`src/shared/pwm_timer_consts.vh`:
```
// constants for the two-channel 8-bit pwm timer block
// assumes inclusion by bare name from the design files
`ifndef PWM_TIMER_CONSTS_VH
`define PWM_TIMER_CONSTS_VH

// ****************************************************
// register indices, byte address is four times these
// ****************************************************
`define IDX_RUN_CTRL      8'h20
`define IDX_CH0_MODE      8'h21
`define IDX_CH1_MODE      8'h22
`define IDX_FF_CTRL       8'h23
`define IDX_IRQ_STATUS    8'h24
`define IDX_IRQ_MASK      8'h25
`define IDX_CH0_COMPARE   8'h26
`define IDX_CH1_COMPARE   8'h27
`define IDX_PIN_CTRL      8'h28
`define IDX_SYS_CLK_CTRL  8'h6e

// ****************************************************
// reset values
// ****************************************************
`define RST_RUN_CTRL      8'h00
`define RST_MODE          8'h00
`define RST_FF_CTRL       8'h00
`define RST_SYS_CLK_CTRL  8'ha0
`define RST_COMPARE       8'h00

// ****************************************************
// field positions
// ****************************************************
`define RUN_PRESCALE_BIT  0
`define RUN_CH0_BIT       1
`define RUN_CH1_BIT       2
`define MODE_OP_BIT       7
`define MODE_DBUF_BIT     6
`define MODE_IRQSEL_BIT   5
`define MODE_PERIOD_HI    4
`define MODE_PERIOD_LO    3
`define MODE_CLK_HI       1
`define MODE_CLK_LO       0
`define SYSCK_WARMUP_BIT  2
`define SYSCK_PRCK_HI     1
`define SYSCK_PRCK_LO     0

// ****************************************************
// codes
// ****************************************************
`define TRG_INV_MATCH     2'h0
`define TRG_INV_OVF       2'h1
`define TRG_OVF_SET       2'h2
`define TRG_MATCH_SET     2'h3
`define FFW_INVERT        2'h0
`define FFW_SET           2'h1
`define FFW_CLEAR         2'h2
`define PRCK_FPH          2'h0
`define PRCK_SLOW         2'h1
`define PRCK_DIV16        2'h2
`define FC16_DIV_CYCLES   4'hf

`endif

```
`src/pwm_channel.v`:
```
// one 8-bit pwm / interval timer channel with output flip-flop
// assumes a one-cycle count tick and decoded control from the top
`timescale 1ns/100ps
`include "pwm_timer_consts.vh"

module pwm_channel (
    input  wire       pclk,
    input  wire       presetn,
    input  wire       run,
    input  wire       tick,
    input  wire       op_select,
    input  wire       dbuf_enable,
    input  wire [1:0] period_sel,
    input  wire [1:0] ff_trigger_select,
    input  wire       cmp_wr,
    input  wire [7:0] cmp_wdata,
    input  wire       ff_wr,
    input  wire [1:0] ff_action,
    output reg        output_toggle_ff,
    output reg        match_ev,
    output reg        ovf_ev,
    output reg  [7:0] buf_r
);

    reg  [7:0] up_count;
    reg  [7:0] compare_value_reg;
    wire [7:0] cnt_nxt;
    wire [7:0] top;
    wire       hit;
    wire       ovf;
    wire       match_detect;

    // ****************************************************
    // comparator and overflow detect
    // ****************************************************
    assign top          = (period_sel == 2'h1) ? 8'h3f :
                          (period_sel == 2'h2) ? 8'h7f : 8'hff;
    assign cnt_nxt      = up_count + 8'h01;
    assign match_detect = (cnt_nxt == compare_value_reg);
    assign hit          = run & tick & match_detect;
    assign ovf          = run & tick & ~op_select & (cnt_nxt == top);

    // ****************************************************
    // counter, compare and buffer
    // ****************************************************
    always @(posedge pclk or negedge presetn) begin
        if (!presetn) begin
            up_count          <= 8'h00;
            compare_value_reg <= `RST_COMPARE;
            buf_r             <= `RST_COMPARE;
            match_ev          <= 1'b0;
            ovf_ev            <= 1'b0;
        end else begin
            match_ev <= hit;
            ovf_ev   <= ovf;
            if (!run) begin
                up_count <= 8'h00;
            end else if (tick) begin
                if (op_select && match_detect) begin
                    up_count <= 8'h00;
                end else if (ovf) begin
                    up_count <= 8'h00;
                end else begin
                    up_count <= cnt_nxt;
                end
            end
            if (cmp_wr) begin
                buf_r <= cmp_wdata;
                if (!dbuf_enable) begin
                    compare_value_reg <= cmp_wdata;
                end
            end else if (dbuf_enable && (ovf || (op_select && hit))) begin
                compare_value_reg <= buf_r;
            end
        end
    end

    // ****************************************************
    // output flip-flop, register write first, then overflow action
    // ****************************************************
    always @(posedge pclk or negedge presetn) begin
        if (!presetn) begin
            output_toggle_ff <= 1'b0;
        end else if (ff_wr && ff_action != 2'h3) begin
            case (ff_action)
                `FFW_SET:   output_toggle_ff <= 1'b1;
                `FFW_CLEAR: output_toggle_ff <= 1'b0;
                default:    output_toggle_ff <= ~output_toggle_ff;
            endcase
        end else begin
            case (ff_trigger_select)
                `TRG_INV_MATCH: begin
                    if (hit) output_toggle_ff <= ~output_toggle_ff;
                end
                `TRG_INV_OVF: begin
                    if (ovf) output_toggle_ff <= ~output_toggle_ff;
                end
                `TRG_OVF_SET: begin
                    if (ovf) output_toggle_ff <= 1'b1;
                    else if (hit) output_toggle_ff <= 1'b0;
                end
                default: begin
                    if (ovf) output_toggle_ff <= 1'b0;
                    else if (hit) output_toggle_ff <= 1'b1;
                end
            endcase
        end
    end

endmodule // pwm_channel

```
`src/pwm_timer_top.v`:
```
// two-channel 8-bit pwm timer with apb register access and interrupt
// assumes a single 40 mhz pclk and inputs synchronous to it
//
// Notes on behaviour
// - match detect is asserted whenever counter plus one equals the compare value.
// - in interval timer mode a compare match clears the counter.
// - toggle trigger codes invert the output on match or on overflow.
// - output flip-flop reaches the pin, which is shared with a port bit.
// - pwm code 2 clears output on match and sets it on overflow.
// - pwm code 3 sets output on match and clears it on overflow.
// - in pwm mode the counter clears at the selected 2^n-1 value.
// - when match and overflow coincide the overflow action wins.
// - with double buffering, buffer moves to compare register on overflow, or on match in interval timer mode.
// - each channel also works alone as an 8-bit interval timer.
// - reset clears operating mode to zero, which is pwm mode.
// - reading the compare address returns the buffer, active register hidden.
`timescale 1ns/100ps
`include "pwm_timer_consts.vh"

module pwm_timer_top (
    input  wire        pclk,
    input  wire        presetn,
    input  wire        psel,
    input  wire        penable,
    input  wire        pwrite,
    input  wire [11:0] paddr,
    input  wire [31:0] pwdata,
    output reg  [31:0] prdata,
    output reg         pready,
    output reg         pslverr,
    input  wire        slow_clk_tick,
    output reg  [1:0]  pwm_out_pin,
    output reg         irq
);

    // ****************************************************
    // registers
    // ****************************************************
    reg  [7:0] run_control_reg;
    reg  [7:0] channel0_mode_reg;
    reg  [7:0] channel1_mode_reg;
    reg  [7:0] ff_control_reg;
    reg  [7:0] system_clock_control;
    reg  [7:0] pin_ctrl_r;
    reg  [3:0] irq_status_r;
    reg  [3:0] irq_mask_r;
    reg  [3:0] fc16_cnt_r;
    reg  [5:0] pre_cnt_r;

    wire       acc;
    wire       wr;
    wire       src_tick;
    wire       tick_p1;
    wire       tick_p4;
    wire       tick_p16;
    wire [1:0] ff_out;
    wire [1:0] match_ev;
    wire [1:0] ovf_ev;
    wire [7:0] buf0;
    wire [7:0] buf1;
    wire [3:0] ev;
    wire [1:0] prescale_source_sel;
    wire       tick0;
    wire       tick1;
    wire       ff_wr;
    wire       cmp0_wr;
    wire       cmp1_wr;
    wire       st_wr;
    wire       irq_nxt;
    wire [3:0] irq_status_nxt;
    reg  [7:0] rd_byte;
    reg        rd_ok;

    function hit_addr;
        input [11:0] a;
        input [7:0]  idx;
        begin
            hit_addr = (a == {2'h0, idx, 2'h0});
        end
    endfunction

    function clk_tick;
        input [1:0] sel;
        input       p1;
        input       p4;
        input       p16;
        begin
            case (sel)
                2'h1:    clk_tick = p1;
                2'h2:    clk_tick = p4;
                2'h3:    clk_tick = p16;
                default: clk_tick = 1'b0;
            endcase
        end
    endfunction

    // ****************************************************
    // apb access
    // ****************************************************
    assign acc = psel & penable & pready;
    assign wr  = acc & pwrite & ~pslverr;

    always @* begin
        rd_ok   = 1'b1;
        rd_byte = 8'h00;
        if (hit_addr(paddr, `IDX_RUN_CTRL)) begin
            rd_byte = run_control_reg;
        end else if (hit_addr(paddr, `IDX_CH0_MODE)) begin
            rd_byte = channel0_mode_reg;
        end else if (hit_addr(paddr, `IDX_CH1_MODE)) begin
            rd_byte = channel1_mode_reg;
        end else if (hit_addr(paddr, `IDX_FF_CTRL)) begin
            rd_byte = {2'h0, ff_control_reg[5:4], 2'h0, ff_control_reg[1:0]};
        end else if (hit_addr(paddr, `IDX_IRQ_STATUS)) begin
            rd_byte = {4'h0, irq_status_r};
        end else if (hit_addr(paddr, `IDX_IRQ_MASK)) begin
            rd_byte = {4'h0, irq_mask_r};
        end else if (hit_addr(paddr, `IDX_CH0_COMPARE)) begin
            rd_byte = buf0;
        end else if (hit_addr(paddr, `IDX_CH1_COMPARE)) begin
            rd_byte = buf1;
        end else if (hit_addr(paddr, `IDX_PIN_CTRL)) begin
            rd_byte = pin_ctrl_r;
        end else if (hit_addr(paddr, `IDX_SYS_CLK_CTRL)) begin
            rd_byte = system_clock_control & 8'hfb;
        end else begin
            rd_ok = 1'b0;
        end
    end

    always @(posedge pclk or negedge presetn) begin
        if (!presetn) begin
            pready  <= 1'b0;
            pslverr <= 1'b0;
            prdata  <= 32'h00000000;
        end else begin
            pready  <= psel & ~penable;
            pslverr <= psel & ~penable & ~rd_ok;
            if (psel && !penable) begin
                prdata <= {24'h000000, rd_byte};
            end
        end
    end

    // ****************************************************
    // control registers
    // ****************************************************
    always @(posedge pclk or negedge presetn) begin
        if (!presetn) begin
            run_control_reg      <= `RST_RUN_CTRL;
            channel0_mode_reg    <= `RST_MODE;
            channel1_mode_reg    <= `RST_MODE;
            ff_control_reg       <= `RST_FF_CTRL;
            system_clock_control <= `RST_SYS_CLK_CTRL;
            pin_ctrl_r           <= 8'h00;
            irq_mask_r           <= 4'h0;
        end else if (wr) begin
            if (hit_addr(paddr, `IDX_RUN_CTRL)) begin
                run_control_reg <= pwdata[7:0];
            end
            if (hit_addr(paddr, `IDX_CH0_MODE)) begin
                channel0_mode_reg <= pwdata[7:0];
            end
            if (hit_addr(paddr, `IDX_CH1_MODE)) begin
                channel1_mode_reg <= pwdata[7:0];
            end
            if (hit_addr(paddr, `IDX_FF_CTRL)) begin
                ff_control_reg <= pwdata[7:0];
            end
            if (hit_addr(paddr, `IDX_SYS_CLK_CTRL)) begin
                system_clock_control <= pwdata[7:0];
            end
            if (hit_addr(paddr, `IDX_PIN_CTRL)) begin
                pin_ctrl_r <= pwdata[7:0];
            end
            if (hit_addr(paddr, `IDX_IRQ_MASK)) begin
                irq_mask_r <= pwdata[3:0];
            end
        end
    end

    // ****************************************************
    // prescaler
    // ****************************************************
    assign prescale_source_sel = system_clock_control[`SYSCK_PRCK_HI:`SYSCK_PRCK_LO];
    assign src_tick = (prescale_source_sel == `PRCK_FPH)   ? 1'b1 :
                      (prescale_source_sel == `PRCK_SLOW)  ? slow_clk_tick :
                      (prescale_source_sel == `PRCK_DIV16) ? (fc16_cnt_r == `FC16_DIV_CYCLES) :
                      1'b0;
    assign tick_p1  = src_tick & (pre_cnt_r[1:0] == 2'h3);
    assign tick_p4  = src_tick & (pre_cnt_r[3:0] == 4'hf);
    assign tick_p16 = src_tick & (pre_cnt_r == 6'h3f);

    always @(posedge pclk or negedge presetn) begin
        if (!presetn) begin
            fc16_cnt_r <= 4'h0;
            pre_cnt_r  <= 6'h00;
        end else begin
            fc16_cnt_r <= fc16_cnt_r + 4'h1;
            if (!run_control_reg[`RUN_PRESCALE_BIT]) begin
                pre_cnt_r <= 6'h00;
            end else if (src_tick) begin
                pre_cnt_r <= pre_cnt_r + 6'h01;
            end
        end
    end

    // ****************************************************
    // per-channel strobes and count ticks
    // ****************************************************
    assign ff_wr   = wr & hit_addr(paddr, `IDX_FF_CTRL);
    assign cmp0_wr = wr & hit_addr(paddr, `IDX_CH0_COMPARE);
    assign cmp1_wr = wr & hit_addr(paddr, `IDX_CH1_COMPARE);
    assign tick0   = clk_tick(channel0_mode_reg[`MODE_CLK_HI:`MODE_CLK_LO],
                              tick_p1, tick_p4, tick_p16);
    assign tick1   = clk_tick(channel1_mode_reg[`MODE_CLK_HI:`MODE_CLK_LO],
                              tick_p1, tick_p4, tick_p16);

    // ****************************************************
    // channels
    // ****************************************************
    pwm_channel u_ch0 (
        .pclk              (pclk),
        .presetn           (presetn),
        .run               (run_control_reg[`RUN_CH0_BIT]),
        .tick              (tick0),
        .op_select         (channel0_mode_reg[`MODE_OP_BIT]),
        .dbuf_enable       (channel0_mode_reg[`MODE_DBUF_BIT]),
        .period_sel        (channel0_mode_reg[`MODE_PERIOD_HI:`MODE_PERIOD_LO]),
        .ff_trigger_select (ff_control_reg[1:0]),
        .cmp_wr            (cmp0_wr),
        .cmp_wdata         (pwdata[7:0]),
        .ff_wr             (ff_wr),
        .ff_action         (pwdata[3:2]),
        .output_toggle_ff  (ff_out[0]),
        .match_ev          (match_ev[0]),
        .ovf_ev            (ovf_ev[0]),
        .buf_r             (buf0)
    );

    pwm_channel u_ch1 (
        .pclk              (pclk),
        .presetn           (presetn),
        .run               (run_control_reg[`RUN_CH1_BIT]),
        .tick              (tick1),
        .op_select         (channel1_mode_reg[`MODE_OP_BIT]),
        .dbuf_enable       (channel1_mode_reg[`MODE_DBUF_BIT]),
        .period_sel        (channel1_mode_reg[`MODE_PERIOD_HI:`MODE_PERIOD_LO]),
        .ff_trigger_select (ff_control_reg[5:4]),
        .cmp_wr            (cmp1_wr),
        .cmp_wdata         (pwdata[7:0]),
        .ff_wr             (ff_wr),
        .ff_action         (pwdata[7:6]),
        .output_toggle_ff  (ff_out[1]),
        .match_ev          (match_ev[1]),
        .ovf_ev            (ovf_ev[1]),
        .buf_r             (buf1)
    );

    // ****************************************************
    // pins and interrupt
    // ****************************************************
    assign ev[0] = channel0_mode_reg[`MODE_IRQSEL_BIT] ? match_ev[0] : ovf_ev[0];
    assign ev[1] = channel1_mode_reg[`MODE_IRQSEL_BIT] ? match_ev[1] : ovf_ev[1];
    assign ev[2] = match_ev[0];
    assign ev[3] = match_ev[1];

    assign st_wr          = wr & hit_addr(paddr, `IDX_IRQ_STATUS);
    assign irq_status_nxt = st_wr ? ((irq_status_r & ~pwdata[3:0]) | ev) :
                                    (irq_status_r | ev);
    assign irq_nxt        = |(irq_status_r & irq_mask_r);

    // event set wins over a clear in the same cycle
    always @(posedge pclk or negedge presetn) begin
        if (!presetn) begin
            irq_status_r <= 4'h0;
        end else begin
            irq_status_r <= irq_status_nxt;
        end
    end

    always @(posedge pclk or negedge presetn) begin
        if (!presetn) begin
            irq <= 1'b0;
        end else begin
            irq <= irq_nxt;
        end
    end

    // ****************************************************
    // output pins
    // ****************************************************
    always @(posedge pclk or negedge presetn) begin
        if (!presetn) begin
            pwm_out_pin <= 2'h0;
        end else begin
            pwm_out_pin[0] <= pin_ctrl_r[0] ? ff_out[0] : pin_ctrl_r[4];
            pwm_out_pin[1] <= pin_ctrl_r[1] ? ff_out[1] : pin_ctrl_r[5];
        end
    end

endmodule // pwm_timer_top

```
`config.mk`:
```
export PLATFORM = sky130hd
export DESIGN_NAME = pwm_timer_top
export DESIGN_NICKNAME = d
export VERILOG_FILES = /design/src/pwm_channel.v /design/src/pwm_timer_top.v
export VERILOG_INCLUDE_DIRS = /design/src /design/src/shared
export SDC_FILE = /design/constraint.sdc
export NUM_CORES = 1
export LEC_CHECK = 0
export BUFFER_PORTS_ARGS = -buffer_cell sky130_fd_sc_hd__buf_2
export CORE_MARGIN = 8
export CORE_UTILIZATION = 55
export CTS_BUF_LIST = sky130_fd_sc_hd__clkbuf_2
export DETAILED_ROUTE_END_ITERATION = 7
export GPL_TIMING_DRIVEN = 0
export HOLD_SLACK_MARGIN = 0.03
export PLACE_DENSITY = 0.78
export RECOVER_POWER = 100
export SETUP_SLACK_MARGIN = 0.05
export SYNTH_ARGS = -nofsm -noshare
export SYNTH_HDL_FRONTEND = slang
export SYNTH_HIERARCHICAL = 1
export SYNTH_SLANG_ARGS = --single-unit
```
`constraint.sdc`:
```
create_clock -name pclk -period 3.1 [get_ports pclk]
set_input_delay 0 -clock pclk [delete_from_list [all_inputs] [get_ports pclk]]
set_output_delay 0 -clock pclk [all_outputs]
set_load 0.05 [all_outputs]
```
---- Yosys cells after proc, flatten, opt, wreduce, memory -nomap -nowiden ----
Index checks and enable logic that the tools add are counted.
storage, ports and cells
  bits in registers ....................... 131
operators by class
  $add $sub $neg .......................... 4
  equality and inequality tests ........... 49
  mux-type cells .......................... 68
  bitwise logic cells ..................... 33
  reduce and logical (&&, ||, !) cells .... 31
operators with widths
  operator             number
  $mux 8               28
  $eq 12x8->1 const B  9
  $eq 8x8->1           4
  $mux 1               31
  $eq 2x2->1 const B   12
  $and 1x1->1          21
  $eq 2x1->1 const B   9
  $reduce_and 2->1     9
  $add 8x1->8 const B  2
  $eq 12x9->1 const B  1
  $mux 6               2
  $ne 3x1->1 const B   4
  $pmux 1 s3           4
  $logic_and 1x1->1    9
  $and 4x4->4          2
  $eq 4x4->1 const B   2
  $ne 2x2->1 const B   4
  $or 4x4->4           2
  $not 1->1            7
  $add 6x1->6 const B  1
  $eq 6x6->1 const B   1
  $logic_not 2->1      3
  $ne 2x1->1 const B   3
  $reduce_and 3->1     2
  other kinds (9)      13

---- Depth between registers and ports, before layout ----
Gate-level depths: netlist (run 1).
  depth in word-level cells ............... 13
  mapped depth ............................ 12

---- Cells and area by module ----
The synthesis (run 1) kept the hierarchy.
by module, submodules not included
  module         instances  cells each  area an instance (um2)  seq. area each (um2)
  pwm_timer_top  1          386         4,186.5                 1,854.3
  pwm_channel    2          215         1,930.6                 675.6

---- Least setup slack after synthesis (run 1) ----
Ideal clock, no wire load.
  kind .................................... register -> register
  start ................................... register fc16_cnt_r[0]
  end ..................................... register u_ch0.compare_value_reg[5]
  arrival ................................. 2.828 ns
  setup slack ............................. 0.203 ns
  cell stages (with the launch flop) ...... 13
  path buffers ............................ 1
  cells stage by stage .................... dfrtp_1 > ha_1 > nand4b_1 > o21ai_1 > nand2_1 > nor2_1 > nand2_2 > or4_1 > a221oi_2 > nand3_2 > buf_4 > a211o_1 > nand3_1
between the ends
  word-level cells in the longest chain between the ends .. 13
ends and longest elaborated chain
  what                                                     RTL line                                                       text
  start, declared                                          pwm_timer_top.v:47                                             reg [3:0] fc16_cnt_r;
  start signal, assigned                                   pwm_timer_top.v:199                                            fc16_cnt_r <= fc16_cnt_r + 4'h1;
  $eq 4x4->1 (no source line) (*)                          -
  $mux 1 (*)                                               pwm_timer_top.v:188                                            (prescale_source_sel == `PRCK_DIV16) ? (fc16_cnt_r == `FC16_DIV_CYCLES) :
  $mux 1 (*)                                               pwm_timer_top.v:187                                            (prescale_source_sel == `PRCK_SLOW) ? slow_clk_tick :
  $mux 1 (*)                                               pwm_timer_top.v:186                                            assign src_tick = (prescale_source_sel == `PRCK_FPH) ? 1'b1 :
  $and 1x1->1 (on tied branches)                           pwm_timer_top.v:192, pwm_timer_top.v:190, pwm_timer_top.v:191
  $pmux 1 s3 (*)                                           pwm_timer_top.v:88                                             case (sel)
  named net tick0                                          pwm_timer_top.v:63                                             wire tick0;
  $and 1x1->1 (*)                                          pwm_channel.v:40, pwm_channel.v:41
  $and 1x1->1 (on tied branches)                           pwm_channel.v:41, pwm_channel.v:40
  $and 1x1->1 / $logic_and 1x1->1 (equally long branches)  pwm_channel.v:41, pwm_channel.v:72
  $logic_or 1x1->1 (*)                                     pwm_channel.v:72                                               end else if (dbuf_enable && (ovf || (op_select && hit))) begin
  $logic_and 1x1->1 (*)                                    pwm_channel.v:72
  $reduce_bool 2->1 (no source line) (*)                   -
  $reduce_and 2->1 (no source line) (*)                    -
  end signal, assigned                                     pwm_channel.v:49                                               compare_value_reg <= `RST_COMPARE;
  end signal, assigned                                     pwm_channel.v:70                                               compare_value_reg <= cmp_wdata;
  end signal, assigned                                     pwm_channel.v:73                                               compare_value_reg <= buf_r;
  end, declared                                            pwm_channel.v:26                                               reg [7:0] compare_value_reg;
Mark *: on every way through the listed nets, which the timed path passes. The rest lies on a longest branch.
A chain may end at the register's enable or synchronous reset.

---- Worst setup path after layout (run 1) ----
  start ................................... register fc16_cnt_r[0]
  end ..................................... register u_ch1.compare_value_reg[6]
between the ends
  word-level cells in the longest chain between the ends .. 13
ends and longest elaborated chain
  what                                                     RTL line                                                       text
  $eq 4x4->1 (no source line) (*)                          -
  $mux 1 (*)                                               pwm_timer_top.v:188
  $mux 1 (*)                                               pwm_timer_top.v:187
  $mux 1 (*)                                               pwm_timer_top.v:186
  $and 1x1->1 (on tied branches)                           pwm_timer_top.v:192, pwm_timer_top.v:190, pwm_timer_top.v:191
  $pmux 1 s3 (*)                                           pwm_timer_top.v:88
  named net tick1                                          pwm_timer_top.v:64                                             wire tick1;
  $and 1x1->1 (*)                                          pwm_channel.v:40, pwm_channel.v:41
  $and 1x1->1 (on tied branches)                           pwm_channel.v:41, pwm_channel.v:40
  $and 1x1->1 / $logic_and 1x1->1 (equally long branches)  pwm_channel.v:41, pwm_channel.v:72
  $logic_or 1x1->1 (*)                                     pwm_channel.v:72
  $logic_and 1x1->1 (*)                                    pwm_channel.v:72
  $reduce_bool 2->1 (no source line) (*)                   -
  $reduce_and 2->1 (no source line) (*)                    -
  end signal, assigned                                     pwm_channel.v:49
  end signal, assigned                                     pwm_channel.v:70
  end signal, assigned                                     pwm_channel.v:73
  end, declared                                            pwm_channel.v:26
Marked as above.

==> qor.txt, run 1 <==
Share of layout cells above drive strength 1 - 0.206
Number of global-route vias before repair - 6572
CTS tree - built
Core area - 14400 um2
Synth-to-Final Area Change - 14.3%
DR vias/cell - 6.16
Vias - 7026
Final hold vios - 0
Cts bufs inserted - 17
DRC Markers - 0
Post-synth EDFFs - 0
Syn. warnings - 6
IO Pins - 87
CP endpoint kind - register
Worst Hold Depth - 6
Grt total ovfl - 0
H-Tree Depth - 4
Sinks on Clock Net - 128
Largest net degree at the start of global routing - 73
Maximum VDD drop - 0.217 mV
Fmax - 0.335 GHz
Initial antenna violation count - 0
Final count of pins violating max slew - 73
CP Class - reg2reg
Hold WC Path Type - in2reg
Antenna Cells - 0
Max FO, Critical Path - 10
R2r setup slk - 0.12 ns
Worst hold slack - 0.0953 ns
Startpoint Class - register
CTS max path bufs - 2
RR Startpoint - fc16_cnt_r[0]$_DFF_PN0_
Worst Max-Slew Pin Slew - 1.80 ns
Design Power - 2990 uW
Worst R2R Path Depth - 12
Required time worst endpoint - 3.74 ns
Synth Area per Inst - 9.86 um2
Final worst slack - 0.117 ns
Final wirelength - 23000 um
FF+latch count, synth - 128
Synth Flop Type - dfrtp_1
Layout net count - 1006
Static Leak - 0.00415 uW
Wire length per cell - 20.1 um
Clock tree root buffer cell - clkbuf_2
Tcrit/Tclk final - 0.962
Synthesized cell area - 8050 um2
Synth cell types - 79
Sequential area share after synthesis - 0.398
Mapped Cells - 816
Failing checks - max-capacitance violations, max-slew violations
DIE HEIGHT - 137 um
Max cap viols - 1
Most frequent cells in the layout - dfrtp_1, nand2_1, o21ai_0
RSZ-0062 raised after global routing - true
Ys async rst share - 1.00
1st-pass router iterations - 7
Clk_lat worst skew - 0.73 ns
Setup violations, final - 0
Post-DP HPWL - 15600 um
Setup TNS - 0 ns
Post-route insts no fill - 1140
Full die area - 18800 um2
RR Endpoint - u_ch1/compare_value_reg[6]$_DFFE_PN0P_
Initial DRC count - 751
Status - finished with violations
Setup Slack @ Placement - -0.557 ns
Placed insts - 1061
Hold Path End - channel1_mode_reg[2]$_DFFE_PN0P_
Row count - 44
Max Clock Skew - 0.0417 ns
HP Start - pwrite
Initial core utilization - 0.558
Normalized max-slew margin - -0.202
Cell Pwr Density - 324 nW/um2
First-pass GRT wire length - 35300 um
Worst-path clk slew - 0.20 ns
Number of port buffers - 37
Gr usage total - 0.243
Critical Path AT - 3.63 ns
GPL Wtd Cong - 0.953
Final min period - 2.98 ns
Antenna-violating nets left - 0
Die width - 137 um
Most common cell after layout, fill and taps aside - dfrtp_1
worst max-delay path, stage by stage (launching register included):
cell	delay (ns)
dfrtp_1	0.41
ha_1	0.20
nand4b_1	0.17
o21ai_4	0.13
nand2_4	0.11
nor2_4	0.20
nand2_2	0.09
or4_4	0.54
a221oi_4	0.33
nand3_4	0.17
buf_6	0.18
a211o_1	0.26
nand3_1	0.09
how the worst max path moves through the flow:
stage                       startpoint                                endpoint
3_5_place_dp   fc16_cnt_r[0]$_DFF_PN0_  u_ch1/compare_value_reg[6]$_DFFE_PN0P_
4_1_cts        fc16_cnt_r[0]$_DFF_PN0_  u_ch1/compare_value_reg[6]$_DFFE_PN0P_
6_report       fc16_cnt_r[0]$_DFF_PN0_  u_ch1/compare_value_reg[6]$_DFFE_PN0P_
2_1_floorplan  fc16_cnt_r[0]$_DFF_PN0_  u_ch0/compare_value_reg[5]$_DFFE_PN0P_
5_1_grt        fc16_cnt_r[0]$_DFF_PN0_  u_ch1/compare_value_reg[6]$_DFFE_PN0P_
3_3_place_gp   fc16_cnt_r[0]$_DFF_PN0_      u_ch1/output_toggle_ff$_DFFE_PN0P_
layer usage:
| layer | routed length (um) | share of wire | GRT usage | vias to the layer above |
|---|---|---|---|---|
| met5 | 0 | 0 | 0 | - |
| met2 | 10500 | 0.46 | 0.376 | 350 |
| met1 | 9950 | 0.43 | 0.331 | 3421 |
| li1 | - | - | - | 3204 |
| met3 | 1810 | 0.079 | 0.0448 | 51 |
| met4 | 652 | 0.028 | 0.0887 | 0 |
cells by family (layout without fill, tap and decap cells):
logic type,count (synthesis),count (layout),share of synthesized area
AND/OR/NAND/NOR,294,294,0.223
AO/OA/AOI/OAI,181,181,0.160
flip-flops,128,128,0.398
buffers and inverters,106,223,0.0721
multiplexers,66,66,0.0962
XOR/XNOR,28,28,0.0305
adder cells (fa/ha/maj),12,12,0.0187
other,1,24,0.000466
synth_stat cells (6+ instances only):
| cell type | instances | area share |
|---|---|---|
| nor2_1 | 23 | 0.011 |
| xnor2_1 | 18 | 0.020 |
| nand3_1 | 27 | 0.017 |
| mux2i_1 | 8 | 0.010 |
| nand2b_1 | 15 | 0.012 |
| o21ai_0 | 55 | 0.034 |
| a32oi_1 | 12 | 0.013 |
| a211o_1 | 17 | 0.019 |
| buf_4 | 33 | 0.031 |
| nand2_1 | 74 | 0.035 |
| a22oi_1 | 19 | 0.018 |
| clkbuf_1 | 17 | 0.0079 |
| a21oi_1 | 15 | 0.0093 |
| nor2b_1 | 25 | 0.019 |
| or3_1 | 7 | 0.0054 |
| xor2_1 | 10 | 0.011 |
| nand4b_1 | 21 | 0.023 |
| nor3_1 | 13 | 0.0081 |
| a21boi_0 | 7 | 0.0065 |
| or4_1 | 6 | 0.0056 |
| inv_1 | 39 | 0.018 |
| buf_6 | 7 | 0.0098 |
| dfrtp_1 | 126 | 0.39 |
| nand4_1 | 11 | 0.0086 |
| ha_1 | 12 | 0.019 |
| nor4_1 | 7 | 0.0054 |
| mux2_2 | 47 | 0.066 |
| and3_1 | 9 | 0.0070 |
| and2_1 | 10 | 0.0078 |
| mux2_4 | 11 | 0.021 |
area by class of cell:
| type | count | area, um2 |
|---|---|---|
| clock buffers | 19 | 95.1 |
| well taps | 184 | 230 |
| fillers | 1221 | 5220 |
| inverters | 40 | 150 |
| repair buffers | 86 | 619 |
| clock inverters | 12 | 120 |
| plain buffers | 66 | 417 |
| flip-flops and latches | 128 | 3210 |
| multi-input cells | 605 | 4360 |
timing repair:
item	CTS	global route
setup endpoints to repair	36	37
buffers inserted	2	7
hold endpoints to repair	229	0
hold buffers	39	0
resized for setup	8	10
pin swaps	3	3
metrics by stage:
stage / cell area [um2] / util
2_1_floorplan: 8130 / -
3_3_place_gp: 8550 / 0.593
3_5_place_dp: 8580 / 0.595
4_1_cts: 9260 / 0.642
5_1_grt: 9200 / 0.638
6_report: 9200 / 0.638
power by group:
part | internal, uW | switching [uW]
sequential | 1680 | 3.66
combinational | 87.2 | 224
clock | 360 | 634
Note: power is estimated with default switching activity, not from simulation.
==> run 2, diff against run 1 <==
--- a/config.mk
+++ b/config.mk
@@ -6,6 +6,7 @@
 export SDC_FILE = /design/constraint.sdc
 export NUM_CORES = 1
 export LEC_CHECK = 0
+export ABC_AREA = 1
 export BUFFER_PORTS_ARGS = -buffer_cell sky130_fd_sc_hd__buf_2
 export CORE_MARGIN = 8
 export CORE_UTILIZATION = 55
@@ -13,9 +14,10 @@
 export DETAILED_ROUTE_END_ITERATION = 7
 export GPL_TIMING_DRIVEN = 0
 export HOLD_SLACK_MARGIN = 0.03
-export PLACE_DENSITY = 0.78
+export PLACE_DENSITY = 0.79
 export RECOVER_POWER = 100
 export SETUP_SLACK_MARGIN = 0.05
+export SKIP_CTS_REPAIR_TIMING = 1
 export SYNTH_ARGS = -nofsm -noshare
 export SYNTH_HDL_FRONTEND = slang
 export SYNTH_HIERARCHICAL = 1
==> qor.txt, run 2 <==
Status - finished with violations
Failing checks - max-capacitance violations, max-slew violations
H-Tree Depth - 4
FF+latch count, synth - 128
Static Leak - 0.00440 uW
Number of port buffers - 38
Final Util - 0.644
Fmax - 0.341 GHz
DIE HEIGHT - 132 um
Final hold vios - 0
R2r setup slk - 0.17 ns
Worst Hold Depth - 7
Initial antenna violation count - 0
Sequential area share after synthesis - 0.435
DRC Markers - 0
Top cell type's share of synthesized area - 0.428
Core area - 13200 um2
Max FO, Critical Path - 9
Largest net degree at the start of global routing - 73
Switch Pwr - 756 uW
Startpoint Class - register
Ys async rst share - 1.00
CP endpoint kind - register
Antenna-violating nets left - 0
Layout net count - 1135
Design Power - 2780 uW
Synth Flop Type - dfrtp_1
Initial DRC count - 579
Initial core utilization - 0.559
Placed inst area - 7900 um2
Post-route cell area - 8490 um2
Final min period - 2.93 ns
Grt total ovfl - 0
Synth cell types - 43
CTS max path bufs - 2
Clock tree root buffer cell - clkbuf_2
Cts bufs inserted - 17
Hold WC Path Type - in2reg
Final wirelength - 19100 um
Clk pwr share - 0.312
Area leader, netlist - dfrtp_1
Setup violations, final - 0
Part of the power in registers - 0.603
Setup TNS - 0 ns
Final count of pins violating max slew - 73
Required time worst endpoint - 3.73 ns
Row count - 42
Number of global-route vias before repair - 6021
Antenna Cells - 0
RSZ-0062 raised after global routing - true
Gr usage total - 0.213
Hold Path End - ff_control_reg[5]$_DFFE_PN0P_
RR Endpoint - u_ch1/compare_value_reg[5]$_DFFE_PN0P_
Mapped Cells - 947
DR vias/cell - 5.29
Count leader, synth - nand2_1
Die width - 132 um
Tcrit/Tclk final - 0.945
Part of the power in combinational logic - 0.086
Syn. warnings - 6
First-pass GRT wire length - 29800 um
Normalized max-slew margin - -0.170
Maximum VDD drop - 0.255 mV
Worst R2R Path Depth - 21
Wire length per cell - 15.1 um
Worst Max-Slew Pin Slew - 1.76 ns
Worst hold slack - 0.0775 ns
1st-pass router iterations - 5
Synthesized cell area - 7370 um2
CP Class - reg2reg
Most common cell after layout, fill and taps aside - nand2_1
Max cap viols - 1
Critical Path AT - 3.56 ns
Max Clock Skew - 0.0247 ns
Post-synth EDFFs - 0
Full die area - 17400 um2
Cell Pwr Density - 327 nW/um2
Vias - 6666
RR Startpoint - fc16_cnt_r[0]$_DFF_PN0_
Clk_lat worst skew - 0.70 ns
Synth cell count leaders - nand2_1, dfrtp_1, inv_1, o21ai_0, nand3_1
Synth top area cells - dfrtp_1, nand2_1, inv_1
Sinks on Clock Net - 128
HP Start - psel
Filler cells - 1185
Share of layout cells above drive strength 1 - 0.184
Synth Area per Inst - 7.78 um2
Most frequent cells in the layout - nand2_1, dfrtp_1, inv_1
CTS tree - built
Worst-path clk slew - 0.18 ns
Post-DP HPWL - 13700 um
Synth-to-Final Area Change - 15.2%
GPL Wtd Cong - 0.936
Sw Share - 0.272
Internal Power - 2020 uW
IO Pins - 87
==> run 2: cells by family (layout without fill, tap and decap cells) <==
group | after synthesis | count (layout) | share of synthesized area
fa+ha+maj | 12 | 12 | 0.0204
buf+inv | 164 | 278 | 0.0967
compound gates | 135 | 135 | 0.102
simple gates | 478 | 478 | 0.303
flops | 128 | 128 | 0.435
mux | 19 | 19 | 0.0285
other cells | 1 | 24 | 0.000509
xor+xnor | 10 | 10 | 0.0139
==> run 2: power groups by stage <==
stage / clock [uW] / combinational [uW] / sequential, uW
2_1_floorplan: 0 / 121 / 1710
4_1_cts: 884 / 210 / 1670
3_3_place_gp: 0 / 202 / 1700
3_5_place_dp: 0 / 210 / 1700
5_1_grt: 953 / 256 / 1680
6_report: 866 / 238 / 1670
==> run 2: worst max-delay path: stages (launching register included) <==
cell     delay (ns)
dfrtp_1        0.42
ha_2           0.20
nand4_1        0.11
nand2_2        0.14
inv_2          0.07
nor2_4         0.16
nand2_4        0.09
nor3_4         0.22
a31oi_2        0.08
o21ai_2        0.25
nand2_1        0.09
inv_2          0.08
nand3_1        0.09
nor2_2         0.11
nand3_2        0.11
nor2_4         0.13
nand2_4        0.08
nand2_2        0.09
nand2_4        0.09
nand2_4        0.12
nand2_1        0.06
nand2_1        0.06
==> run 2: area by class of cell <==
class                      count  area (um2)  share of cell area
sequential                   128        3210               0.377
buffer                        33         221              0.0261
inverter                     131         492              0.0579
clock inverter                 9        70.1             0.00825
multi-input combinational    678        3580               0.422
timing repair buffer          84         596              0.0701
clock buffer                  21         105              0.0124
tap                          176         220              0.0259
==> run 2: worst max-delay path by stage <==
stage,endpoint,start,cells after the start
2_1_floorplan,u_ch1/output_toggle_ff$_DFFE_PN0P_,fc16_cnt_r[0]$_DFF_PN0_,22
3_3_place_gp,u_ch1/compare_value_reg[7]$_DFFE_PN0P_,fc16_cnt_r[0]$_DFF_PN0_,21
3_5_place_dp,u_ch1/compare_value_reg[5]$_DFFE_PN0P_,fc16_cnt_r[0]$_DFF_PN0_,21
4_1_cts,u_ch1/compare_value_reg[5]$_DFFE_PN0P_,fc16_cnt_r[0]$_DFF_PN0_,21
5_1_grt,u_ch1/compare_value_reg[5]$_DFFE_PN0P_,fc16_cnt_r[0]$_DFF_PN0_,21
6_report,u_ch1/compare_value_reg[5]$_DFFE_PN0P_,fc16_cnt_r[0]$_DFF_PN0_,21
==> run 2: per-layer routing <==
layer,track usage,up-vias,routed length [um]
met1,0.272,3121,8070
li1,-,3271,-
met4,0.0842,0,598
met5,0,-,0
met2,0.337,224,9060
met3,0.0556,50,1350
==> run 2: stage by stage <==
step,setup slack [ns],instances
final,0.171,1260
after global routing,-0.0286,1260
after CTS,-0.366,1215
after detailed placement,-0.308,1185
after global placement,-0.237,1184
after floorplan,0.538,970
==> run 3, diff against run 2 <==
--- a/config.mk
+++ b/config.mk
@@ -15,7 +15,7 @@
 export GPL_TIMING_DRIVEN = 0
 export HOLD_SLACK_MARGIN = 0.03
 export PLACE_DENSITY = 0.79
-export RECOVER_POWER = 100
+export RECOVER_POWER = 50
 export SETUP_SLACK_MARGIN = 0.05
 export SKIP_CTS_REPAIR_TIMING = 1
 export SYNTH_ARGS = -nofsm -noshare
==> qor.txt, run 3 (synthesis results as in run 2) <==
Max FO, Critical Path - 3
Status - finished with violations
DRC Markers - 0
Hold WC Path Type - in2reg
Full die area - 17400 um2
Cell Pwr Density - 326 nW/um2
Cts bufs inserted - 17
Critical Path AT - 3.60 ns
Tcrit/Tclk final - 0.954
CTS max path bufs - 2
Die width - 132 um
Antenna-violating nets left - 0
Final hold vios - 0
Final min period - 2.96 ns
Grt total ovfl - 0
H-Tree Depth - 4
RR Startpoint - fc16_cnt_r[0]$_DFF_PN0_
Post-DP HPWL - 13700 um
Most used cell, CP - dlygate4sd3_1
Setup Slack @ Placement - -0.308 ns
Startpoint Class - primary input
Most frequent cells in the layout - nand2_1, dfrtp_1, inv_1
Synth-to-Final Area Change - 15.5%
CTS tree - built
Initial DRC count - 562
Max cap viols - 1
Worst Max-Slew Pin Slew - 1.75 ns
Final wirelength - 19000 um
Initial antenna violation count - 0
Crit-path leading delay family - buffers and inverters
IO Pins - 87
HP Start - psel
Max Clock Skew - 0.0234 ns
FF/Latch Area - 3210 um2
R2r setup slk - 0.17 ns
Placed inst area - 7900 um2
Worst R2R Path Depth - 21
Initial core utilization - 0.559
Crit. path cell count - 13
Worst Hold Depth - 7
Core area - 13200 um2
Design Power - 2780 uW
Filler cells - 1177
RSZ-0062 raised after global routing - true
CP endpoint kind - register
GPL Wtd Cong - 0.936
Most common cell after layout, fill and taps aside - nand2_1
Setup violations, final - 0
Vias - 6663
Critical-path top delay cell - dlygate4sd3_1
Wire length per cell - 15.1 um
Clock tree root buffer cell - clkbuf_2
Final worst slack - 0.144 ns
CP Class - in2reg
Antenna Cells - 0
Final count of pins violating max slew - 73
Static Leak - 0.00445 uW
Gr usage total - 0.213
Maximum VDD drop - 0.256 mV
1st-pass router iterations - 5
WP buf/inv - 6
Post-route cell area - 8510 um2
Normalized max-slew margin - -0.170
Layout net count - 1135
Required time worst endpoint - 3.74 ns
Largest net degree at the start of global routing - 73
Number of port buffers - 38
Clk_lat worst skew - 0.68 ns
Final Util - 0.645
First-pass GRT wire length - 29800 um
Worst hold slack - 0.0803 ns
Number of global-route vias before repair - 6021
Slowest Stage Delay on Critical Path - 0.62 ns
Crit path launch - paddr[1]
Crit-path cells - dlygate4sd3_1, buf_2, nor2_1, dlygate4sd3_1, nand2_1, dlygate4sd3_1, nor2_1, dlygate4sd3_1, nand3_1, nand4_1, dlygate4sd3_1, nand2_1, nand2_1
Share of layout cells above drive strength 1 - 0.196
Multi-input logic area - 3580 um2
Fmax - 0.338 GHz
DR vias/cell - 5.29
Sinks on Clock Net - 128
Failing checks - max-capacitance violations, max-slew violations
Row count - 42
Worst-path clk slew - 0.18 ns
DIE HEIGHT - 132 um
run 3: changes by cell type in the layout (fill, tap and decap cells not counted), sizes merged:
cell,previous run,this run
clkbuf,41,28
buf,63,76
run 3: path summary, 6_finish.rpt:
path | to
max | prdata[6]$_DFFE_PN0P_
min | ff_control_reg[5]$_DFFE_PN0P_
max reg2reg | u_ch1/compare_value_reg[5]$_DFFE_PN0P_
min reg2reg | fc16_cnt_r[0]$_DFF_PN0_
max in group asynchronous | u_ch0/compare_value_reg[5]$_DFFE_PN0P_
min in group asynchronous | fc16_cnt_r[1]$_DFF_PN0_
run 3: worst register-to-register path: stages (launching register included):
cell and delay [ns]:
dfrtp_1 0.42, ha_2 0.20, nand4_1 0.11, nand2_2 0.14, inv_2 0.07, nor2_4 0.16
nand2_4 0.09, nor3_4 0.22, a31oi_2 0.08, o21ai_2 0.26, nand2_1 0.10, inv_2 0.08
nand3_1 0.09, nor2_2 0.11, nand3_2 0.11, nor2_4 0.13, nand2_4 0.08, nand2_2 0.09
nand2_4 0.09, nand2_4 0.13, nand2_1 0.06, nand2_1 0.06
run 3: power by group:
group	internal (uW)	switching, uW	leakage [uW]
sequential	1670	1.52	0.00175
combinational	69.2	169	0.00257
clock	280	584	0.000124
total	2020	755	0.00445
run 3: layout make-up:
class                           instances  area share
Multi-Input combinational cell        678       0.421
Tap cell                              176      0.0259
Clock inverter                          9     0.00823
Buffer                                 33      0.0260
Sequential cell                       128       0.377
Clock buffer                           21      0.0123
Inverter                              131      0.0578
Timing Repair Buffer                   84      0.0722
run 3: per-layer routing:
metal	up-vias	track usage	part of all wire
met2	237	0.337	0.48
li1	3268	-	-
met4	0	0.0842	0.028
met5	-	0	0
met3	45	0.0556	0.074
met1	3113	0.272	0.42
run 3: through the flow:
step | instances | setup TNS [ns]
2_1_floorplan | 970 | 0
3_3_place_gp | 1184 | -3.39
3_5_place_dp | 1185 | -5.51
4_1_cts | 1215 | -6.47
5_1_grt | 1260 | -0.0538
6_report | 1260 | 0
